`src/inc/mrad_pkg.sv`:
```
// Constants, types and register map of the region attribute decoder.
// Assumes one clock, synchronous reset and an APB register slave.
// Operation
// - Region size is two to size plus one
// - Base address low bit N equals size plus one
// - Missing permission or execute-never raises a fault
// - Type 000, C 0: strongly ordered or device
// - Type 000, C1 B0: write-through, S selects sharing
// - Type 000, C1 B1: write-back, S selects sharing
// - Type 001, C0 B0: non-cacheable normal memory
// - Type 001, C1 B1: write-back allocate; C0B1 reserved
// - Type 010, C0 B0: non-shared device; rest reserved
// - Type top set: cached normal, split policies
// - Policy codes: NC, WB-alloc, WT, WB-noalloc
// - Permission 000 denies every access
// - Permission 001: privileged read write only
// - Permission 010: unprivileged writes fault
// - Permission 011 full access; 100 reserved
// - Permission 101: privileged reads only
// - Permission 110 and 111: reads only
// - Violation raises the memory management fault
// - Fault cause recorded in status field
// - Execute-never is attribute bit 28
// - Permission code is attribute bits 26 to 24
// - Type bits 21:19, cacheable 17, bufferable 16
// - Shareable is attribute bit 18
package mrad_pkg;

    localparam int           APB_AW          = 8;
    localparam bit [7:0]     OFS_BASE        = 8'h00;
    localparam bit [7:0]     OFS_ATTR        = 8'h04;
    localparam bit [7:0]     OFS_CTRL        = 8'h08;
    localparam bit [7:0]     OFS_FSTAT       = 8'h0C;
    localparam bit [7:0]     OFS_FADDR       = 8'h10;
    localparam bit [7:0]     OFS_DECODE      = 8'h14;

    localparam bit [31:0]    ATTR_WMASK      = 32'h173F_FF3F;
    localparam bit [31:0]    ATTR_RST        = 32'h0000_0000;
    localparam bit [31:0]    BASE_RST        = 32'h0000_0000;

    localparam int           NOEXEC_BIT      = 28;
    localparam int           PERM_HI         = 26;
    localparam int           PERM_LO         = 24;
    localparam int           TYPE_HI         = 21;
    localparam int           TYPE_LO         = 19;
    localparam int           S_BIT           = 18;
    localparam int           C_BIT           = 17;
    localparam int           B_BIT           = 16;
    localparam int           SIZE_HI         = 5;
    localparam int           SIZE_LO         = 1;
    localparam int           EN_BIT          = 0;
    localparam bit [4:0]     SIZE_MIN        = 5'h04;

    localparam int           FS_IACC         = 0;
    localparam int           FS_DACC         = 1;
    localparam int           FS_ADDR_VALID   = 7;
    localparam int           FS_W            = 8;

    localparam bit [2:0]     TYPE_PLAIN      = 3'h0;
    localparam bit [2:0]     TYPE_NONCACHE   = 3'h1;
    localparam bit [2:0]     TYPE_DEVICE     = 3'h2;

    localparam bit [1:0]     POL_NC          = 2'h0;
    localparam bit [1:0]     POL_WB_ALLOC    = 2'h1;
    localparam bit [1:0]     POL_WT          = 2'h2;
    localparam bit [1:0]     POL_WB_NOALLOC  = 2'h3;

    localparam bit [2:0]     PERM_NONE       = 3'h0;
    localparam bit [2:0]     PERM_PRIV_RW    = 3'h1;
    localparam bit [2:0]     PERM_USER_RO    = 3'h2;
    localparam bit [2:0]     PERM_FULL       = 3'h3;
    localparam bit [2:0]     PERM_RSVD       = 3'h4;
    localparam bit [2:0]     PERM_PRIV_RO    = 3'h5;
    localparam bit [2:0]     PERM_RO         = 3'h6;
    localparam bit [2:0]     PERM_RO_ALT     = 3'h7;

    typedef enum logic [2:0] {
        MT_STRONG,
        MT_DEVICE,
        MT_NORMAL,
        MT_RESERVED
    } mrad_mtype_e;

    typedef enum logic [2:0] {
        CP_NC,
        CP_WB_ALLOC,
        CP_WT,
        CP_WB_NOALLOC
    } mrad_policy_e;

    typedef struct packed {
        mrad_mtype_e  mtype;
        logic         shareable;
        mrad_policy_e inner_cache_policy;
        mrad_policy_e outer_cache_policy;
    } mrad_attr_s;

    typedef struct packed {
        logic [31:0] addr;
        logic        priv;
        logic        write;
        logic        fetch;
    } mrad_acc_s;

endpackage

```
`src/design/mrad_attr_decode.sv`:
```
// Decodes one region attribute word into size, mask and memory attributes.
// Assumes a purely combinational use by the region checker.
`timescale 1ns/1ps
module mrad_attr_decode
    import mrad_pkg::*;
(
    input  wire logic [31:0]      attr_i,
    output mrad_pkg::mrad_attr_s  attr_o,
    output logic      [32:0]      size_bytes_o,
    output logic      [5:0]       low_bit_o,
    output logic      [31:0]      addr_mask_o
);

    logic [2:0] type_extension_bits;
    logic       cbit;
    logic       bbit;
    logic       sbit;
    logic [4:0] size_code;
    logic [32:0] size_less;

    function automatic mrad_policy_e policy(input logic [1:0] code);
        unique case (code)
            POL_NC:         policy = CP_NC;
            POL_WB_ALLOC:   policy = CP_WB_ALLOC;
            POL_WT:         policy = CP_WT;
            POL_WB_NOALLOC: policy = CP_WB_NOALLOC;
        endcase
    endfunction

    assign type_extension_bits = attr_i[TYPE_HI:TYPE_LO];
    assign cbit                = attr_i[C_BIT];
    assign bbit                = attr_i[B_BIT];
    assign sbit                = attr_i[S_BIT];
    assign size_code           = attr_i[SIZE_HI:SIZE_LO];

    assign low_bit_o    = 6'(size_code) + 6'h01;
    assign size_bytes_o = 33'h0_0000_0001 << low_bit_o;
    assign size_less    = size_bytes_o - 33'h0_0000_0001;
    assign addr_mask_o  = ~size_less[31:0];

    always_comb
    begin
        attr_o.mtype              = MT_RESERVED;
        attr_o.shareable          = 1'b0;
        attr_o.inner_cache_policy = CP_NC;
        attr_o.outer_cache_policy = CP_NC;
        if (type_extension_bits[2])
        begin
            attr_o.mtype              = MT_NORMAL;
            attr_o.shareable          = sbit;
            attr_o.inner_cache_policy = policy({cbit, bbit});
            attr_o.outer_cache_policy = policy(type_extension_bits[1:0]);
        end
        else
        begin
            unique case ({type_extension_bits, cbit, bbit})
                {TYPE_PLAIN, 2'b00}:
                begin
                    attr_o.mtype     = MT_STRONG;
                    attr_o.shareable = 1'b1;
                end
                {TYPE_PLAIN, 2'b01}:
                begin
                    attr_o.mtype     = MT_DEVICE;
                    attr_o.shareable = 1'b1;
                end
                {TYPE_PLAIN, 2'b10}:
                begin
                    attr_o.mtype              = MT_NORMAL;
                    attr_o.shareable          = sbit;
                    attr_o.inner_cache_policy = CP_WT;
                    attr_o.outer_cache_policy = CP_WT;
                end
                {TYPE_PLAIN, 2'b11}:
                begin
                    attr_o.mtype              = MT_NORMAL;
                    attr_o.shareable          = sbit;
                    attr_o.inner_cache_policy = CP_WB_NOALLOC;
                    attr_o.outer_cache_policy = CP_WB_NOALLOC;
                end
                {TYPE_NONCACHE, 2'b00}:
                begin
                    attr_o.mtype     = MT_NORMAL;
                    attr_o.shareable = sbit;
                end
                {TYPE_NONCACHE, 2'b11}:
                begin
                    attr_o.mtype              = MT_NORMAL;
                    attr_o.shareable          = sbit;
                    attr_o.inner_cache_policy = CP_WB_ALLOC;
                    attr_o.outer_cache_policy = CP_WB_ALLOC;
                end
                {TYPE_DEVICE, 2'b00}:
                begin
                    attr_o.mtype = MT_DEVICE;
                end
                default:
                begin
                    attr_o.mtype = MT_RESERVED;
                end
            endcase
        end
    end

endmodule // mrad_attr_decode

```
`src/design/mrad_top.sv`:
```
// Region checker: APB registers for one region, access check, fault record.
// Assumes the access port is driven by same-clock pipeline logic.
`timescale 1ns/1ps
module mrad_top
(
    input  wire logic                  core_clk_i,
    input  wire logic                  srst_i,
    input  wire logic                  psel_i,
    input  wire logic                  penable_i,
    input  wire logic                  pwrite_i,
    input  wire logic [7:0]            paddr_i,
    input  wire logic [31:0]           pwdata_i,
    output logic      [31:0]           prdata_o,
    output logic                       pready_o,
    output logic                       pslverr_o,
    input  wire logic                  acc_valid_i,
    input  mrad_pkg::mrad_acc_s        acc_i,
    output logic                       acc_issue_o,
    output logic                       acc_fault_o,
    output mrad_pkg::mrad_attr_s       acc_attr_o,
    output logic                       memory_management_fault_o
);
    import mrad_pkg::*;

    logic [31:0]               region_base_address_word;
    logic [31:0]               region_attribute_word;
    logic                      checker_enable;
    logic [FS_W-1:0]           memory_fault_status_field;
    logic [31:0]               fault_addr;
    mrad_attr_s                dec_attr;
    logic [32:0]               size_bytes;
    logic [5:0]                low_bit;
    logic [31:0]               addr_mask;
    logic                      apb_setup;
    logic                      apb_write;
    logic                      apb_hit;
    logic [31:0]               next_rdata;
    logic                      region_hit;
    logic                      perm_ok;
    logic                      xn_block;
    logic                      fault_now;
    logic [FS_W-1:0]           fault_set;
    logic [FS_W-1:0]           fault_clr;
    logic [2:0]                access_permission_code;
    logic                      execute_never_bit;

    mrad_attr_decode u_decode
    (
        .attr_i       (region_attribute_word),
        .attr_o       (dec_attr),
        .size_bytes_o (size_bytes),
        .low_bit_o    (low_bit),
        .addr_mask_o  (addr_mask)
    );

    function automatic logic access_allowed(input logic [2:0] code, input logic priv,
                                            input logic wr);
        unique case (code)
            PERM_NONE:    access_allowed = 1'b0;
            PERM_PRIV_RW: access_allowed = priv;
            PERM_USER_RO: access_allowed = priv | ~wr;
            PERM_FULL:    access_allowed = 1'b1;
            PERM_RSVD:    access_allowed = 1'b0;
            PERM_PRIV_RO: access_allowed = priv & ~wr;
            PERM_RO:      access_allowed = ~wr;
            PERM_RO_ALT:  access_allowed = ~wr;
        endcase
    endfunction

    function automatic logic known_offset(input logic [7:0] ofs);
        known_offset = (ofs == OFS_BASE) || (ofs == OFS_ATTR) || (ofs == OFS_CTRL) ||
                       (ofs == OFS_FSTAT) || (ofs == OFS_FADDR) || (ofs == OFS_DECODE);
    endfunction

    // APB decode
    assign apb_setup = psel_i & ~penable_i;
    assign apb_write = psel_i & penable_i & pready_o & pwrite_i;
    assign apb_hit   = known_offset(paddr_i);

    // Field extraction
    assign access_permission_code = region_attribute_word[PERM_HI:PERM_LO];
    assign execute_never_bit      = region_attribute_word[NOEXEC_BIT];

    // Access check
    assign region_hit = region_attribute_word[EN_BIT] &
                        (((acc_i.addr ^ region_base_address_word) & addr_mask) == 32'h0000_0000);
    assign perm_ok    = access_allowed(access_permission_code, acc_i.priv,
                                       acc_i.write & ~acc_i.fetch);
    assign xn_block   = acc_i.fetch & execute_never_bit;
    assign fault_now  = acc_valid_i & checker_enable & region_hit &
                        (~perm_ok | xn_block);
    assign acc_fault_o = fault_now;
    assign acc_issue_o = acc_valid_i & ~fault_now;

    // Fault cause bits
    always_comb
    begin
        fault_set = '0;
        if (fault_now)
        begin
            fault_set[FS_IACC]       = acc_i.fetch;
            fault_set[FS_DACC]       = ~acc_i.fetch;
            fault_set[FS_ADDR_VALID] = ~acc_i.fetch;
        end
    end

    assign fault_clr = (apb_write && paddr_i == OFS_FSTAT) ? pwdata_i[FS_W-1:0] : '0;

    // APB handshake
    always_ff @(posedge core_clk_i)
    begin
        if (srst_i)
        begin
            pready_o  <= 1'b0;
            pslverr_o <= 1'b0;
        end
        else
        begin
            pready_o  <= apb_setup;
            pslverr_o <= apb_setup & ~apb_hit;
        end
    end

    // Read data
    always_comb
    begin
        next_rdata = 32'h0000_0000;
        unique case (paddr_i)
            OFS_BASE:   next_rdata = region_base_address_word;
            OFS_ATTR:   next_rdata = region_attribute_word;
            OFS_CTRL:   next_rdata = {31'h0000_0000, checker_enable};
            OFS_FSTAT:  next_rdata = {24'h00_0000, memory_fault_status_field};
            OFS_FADDR:  next_rdata = fault_addr;
            OFS_DECODE: next_rdata = {14'h0000, size_bytes[32], low_bit, 1'b0,
                                      dec_attr};
            default:    next_rdata = 32'h0000_0000;
        endcase
    end

    always_ff @(posedge core_clk_i)
    begin
        if (srst_i)
            prdata_o <= 32'h0000_0000;
        else if (apb_setup)
            prdata_o <= pwrite_i ? 32'h0000_0000 : next_rdata;
    end

    // Region configuration
    always_ff @(posedge core_clk_i)
    begin
        if (srst_i)
        begin
            region_base_address_word <= BASE_RST;
            region_attribute_word    <= ATTR_RST;
            checker_enable           <= 1'b0;
        end
        else if (apb_write)
        begin
            if (paddr_i == OFS_BASE)
                region_base_address_word <= pwdata_i & addr_mask;
            if (paddr_i == OFS_ATTR)
                region_attribute_word <= pwdata_i & ATTR_WMASK;
            if (paddr_i == OFS_CTRL)
                checker_enable <= pwdata_i[0];
        end
    end

    // Sticky fault status, set wins over clear
    always_ff @(posedge core_clk_i)
    begin
        if (srst_i)
            memory_fault_status_field <= '0;
        else
            memory_fault_status_field <= (memory_fault_status_field & ~fault_clr) |
                                         fault_set;
    end

    always_ff @(posedge core_clk_i)
    begin
        if (srst_i)
            fault_addr <= 32'h0000_0000;
        else if (fault_now && !acc_i.fetch)
            fault_addr <= acc_i.addr;
    end

    // Exception request pulse
    always_ff @(posedge core_clk_i)
    begin
        if (srst_i)
            memory_management_fault_o <= 1'b0;
        else
            memory_management_fault_o <= fault_now;
    end

    // Registered attributes of the configured region
    always_ff @(posedge core_clk_i)
    begin
        if (srst_i)
            acc_attr_o <= '0;
        else
            acc_attr_o <= dec_attr;
    end

endmodule // mrad_top

```
`config.mk`:
```
export PLATFORM = sky130hd
export DESIGN_NAME = mrad_top
export DESIGN_NICKNAME = d
export VERILOG_FILES = /design/src/inc/mrad_pkg.sv /design/src/design/mrad_attr_decode.sv /design/src/design/mrad_top.sv
export SDC_FILE = /design/constraint.sdc
export NUM_CORES = 1
export LEC_CHECK = 0
export BUFFER_PORTS_ARGS = -buffer_cell sky130_fd_sc_hd__buf_2
export CORE_ASPECT_RATIO = 1.75
export CORE_MARGIN = 1
export CORE_UTILIZATION = 45
export DETAILED_ROUTE_END_ITERATION = 10
export MAX_ROUTING_LAYER = met4
export PLACE_DENSITY = 0.69
export SETUP_SLACK_MARGIN = 0.2
export SLEW_MARGIN = 30
export SYNTH_ARGS = -nofsm -noshare
export SYNTH_HDL_FRONTEND = slang
export SYNTH_SLANG_ARGS = --single-unit
```
`constraint.sdc`:
```
create_clock -name core_clk_i -period 5.9 [get_ports core_clk_i]
set_input_delay 1.18 -clock core_clk_i [delete_from_list [all_inputs] [get_ports core_clk_i]]
set_output_delay 1.18 -clock core_clk_i [all_outputs]
set_load 0.03 [all_outputs]
```
==> flow_summary.toml <==
[power_and_ir_drop]
p_total_w = 0.00221
switchingPower_w = 0.000473
peakVddDrop_mv = 0.200
power_frac_seq_pct = 42.6
switching_share_pct = 21.4
power_density_mw_per_mm2 = 234
intPower_w = 0.00173
p_leak_nw = 3.62
power.share.clock_pct = 52.7
power_frac_comb_pct = 4.7

[drt]
routedWlPerCell_um = 21.1
postRouteAntennaNets = 0
route.detailed.drc = 0
vias = 8236
drtPass1Iterations = 5
viasPerCell = 5.90
drtIter0Drc = 792
wl_um = 29500

[final_layout]
syn2layout_area_growth_pct = 17.2
fillers = 1799
multi_input_area_mm2 = 0.00473
seq_area_mm2 = 0.00279
antenna_cells = 0
drive_above_1_share_pct = 19.9
final_nets = 1241

[die]
dieWidth_um = 103
die_y_um = 179
dieArea_mm2 = 0.0184
row_count = 64
core-area_mm2 = 0.0175
ios = 128
start_util_pct = 46.1

[timing]
skew_ns = 0.0119
slew_headroom_pct = 46.8
holdWs_ns = 0.446
tightest_slew_ns = 0.798
drv_slew = 0
fmax_ghz = 0.180
finalHoldViolations = 0
finalCritPeriodShare_pct = 94.0
rsz0062_at_grt = "no"
setup_viol_count_final = 0
min_period_ns = 5.54
fin_tns_setup_ns = 0

[worst_hold_path]
holdPathEnd = "memory_fault_status_field[2]"
holdCritPathClass = "register to register"
hp-start = "memory_fault_status_field[2]"
holdPathStages = 2

[critical_path]
r2r-start = "region_attribute_word[1]"
r2r_cells = 15
critPathCaptureType = "output pin"
startpoint_type = "register"
cp.arrival_ns = 4.36
cp_max_fo = 10
path_class = "register to output pin"
ff2ff_setup_slack_ns = 1.67
required_ns = 4.72
r2r-end = "fault_addr[25]"

[cts]
clock_latency_ns = 0.42
clkTransAtPathRegs_ns = 0.06
cts-root-buf = "clkbuf_16"
cts_max_level = 4
cts_hold_buf = 0
cts_setup_buffers = 0
clkSinkCount = 139
cts_tree = "built"
cts_buffers = 17
cts_buffer_depth = 2

[run_status]
outcome = "complete, no violations"

[global_routing]
grt-ovfl-total = 0
grt_pass1_vias = 7743
grt_max_degree = 72
grt_pass1_wl_um = 44400
antenna_found_initial = 0
grtUsageTotal_pct = 33.7

[yosys]
synth_top_area_cell = "dfxtp_1"
synthTopCellsByArea = "dfxtp_1, a21oi_1, nand2_1, nor2_1, xor2_1"
ys.flop_type = "dfxtp_1"
seq_area_frac_synth_pct = 34.6
synth_top_cell_area_share_pct = 34.6
synth_cell_types = 84
synth.cell_area_mm2 = 0.00805
synth_warnings = 0
synthTopCellsByCount = "a21oi_1, nand2_1, dfxtp_1, nor2_1, clkbuf_1"
ys_async_sr_fraction_pct = 0
yosys.cell_count.top_type = "a21oi_1"
synth_edf_count = 0
synth_seq_cells = 139
synth.avg_cell_area_um2 = 7.49
synth_cells = 1074

[run]
maxCapViolations = 0

[place]
dp_hpwl_um = 22200
place_congestion = 1.01
port-buffer-count = 124
-- per-stage QoR --
step / worst slack (ns) / area (um^2) / util, % / std cells
final: 0.355 / 9430 / 54.0 / 1397
after CTS: 0.208 / 9390 / 53.8 / 1397
after floorplan: 1.19 / 8050 / - / 1076
after detailed placement: 0.606 / 8750 / 50.1 / 1366
after global placement: 0.713 / 8740 / 50.1 / 1366
after global routing: 0.197 / 9430 / 54.0 / 1397
-- cells by family after synthesis --
| kind of cell | Yosys count | synth area share (%) |
|---|---|---|
| buf+inv | 134 | 7.40 |
| other cells | 1 | 0.0466 |
| xor+xnor | 46 | 5.01 |
| simple gates | 403 | 24.2 |
| flops | 139 | 34.6 |
| mux | 13 | 1.74 |
| compound gates | 332 | 26.1 |
| fa+ha+maj | 6 | 0.933 |
-- power groups by stage --
stage | clock [W] | combinational, W | sequential (W)
finish | 0.00116 | 0.000103 | 0.000940
floorplan | 0 | 0.0000427 | 0.000962
detailed placement | 0 | 0.000101 | 0.000960
global placement | 0 | 0.000102 | 0.000960
global route | 0.00122 | 0.000109 | 0.000939
CTS | 0.00117 | 0.000101 | 0.000940
-- placed cells by master (no fill, tap or decap), types with 4 or more instances in the layout --
master and count:
a211oi_1 5, a21oi_1 160, a221oi_1 4, a222oi_1 20, a22o_1 4, a22oi_1 15
a31oi_1 11, a32oi_1 4, and2_1 8, and3_1 4, buf_2 123, buf_4 29
bufinv_16 5, clkbuf_16 17, dfxtp_1 136, ha_1 4, inv_1 41, mux2i_1 8
nand2_1 147, nand2b_1 16, nand3_1 41, nand3b_1 4, nand4_1 5, nor2_1 92
nor2b_1 8, nor3_1 6, o21ai_0 56, o22ai_1 5, or2_2 5, or3_1 36
xnor2_1 11, xor2_1 35
-- flip-flops by register name, indices dropped and copies added (netlist names) --
name / count
fault_addr: 32
acc_attr_o: 7
checker_enable: 1
region_attribute_word: 24
memory_management_fault_o: 1
pslverr_o: 1
region_base_address_word: 32
pready_o: 1
prdata_o: 32
memory_fault_status_field: 8
-- final cells by class --
class / count / area share (%)
multi-input cells: 803 / 50.2
flip-flops and latches: 139 / 29.5
repair buffers: 152 / 8.83
clock buffers: 20 / 4.74
well taps: 231 / 3.06
clock inverters: 11 / 2.04
inverters: 41 / 1.63
-- how the worst max path moves through the flow --
stage	from	to	slack, ns	cells past startpoint
6_report	region_attribute_word[1]	acc_issue_o	0.36	15
5_1_grt	region_attribute_word[1]	acc_issue_o	0.20	13
4_1_cts	region_attribute_word[1]	acc_issue_o	0.21	15
3_5_place_dp	region_attribute_word[2]	acc_issue_o	0.61	16
3_3_place_gp	region_attribute_word[2]	acc_issue_o	0.71	16
2_1_floorplan	region_attribute_word[1]	acc_issue_o	1.19	20
-- what timing repair did --
action,4_1_cts,5_1_grt
setup endpoints to repair,1,2
pin swaps,0,2
resized for setup,1,11
-- critical path: stages (launching register included) --
cell and delay (ns):
dfxtp_2 0.41, buf_4 0.21, inv_1 0.12, ha_1 0.32
or4_1 0.55, buf_4 0.21, nand3b_1 0.11, o221ai_2 0.18
a211oi_2 0.31, nand2_1 0.12, xnor2_1 0.17, a222oi_1 0.44
nand3_1 0.12, or2_1 0.34, and2_1 0.19, buf_2 0.17
-- routing by layer --
| layer | up-vias | GRT usage (%) | routed length, um | part of all wire, % |
|---|---|---|---|---|
| met5 | - | - | 0 | 0 |
| met1 | 3871 | 37.9 | 11300 | 38 |
| li1 | 3916 | - | - | - |
| met3 | 90 | 4.48 | 1580 | 5.3 |
| met2 | 359 | 55.8 | 14800 | 50 |
| met4 | 0 | 20.6 | 1860 | 6.3 |
Note: power is estimated with default switching activity, not from simulation.
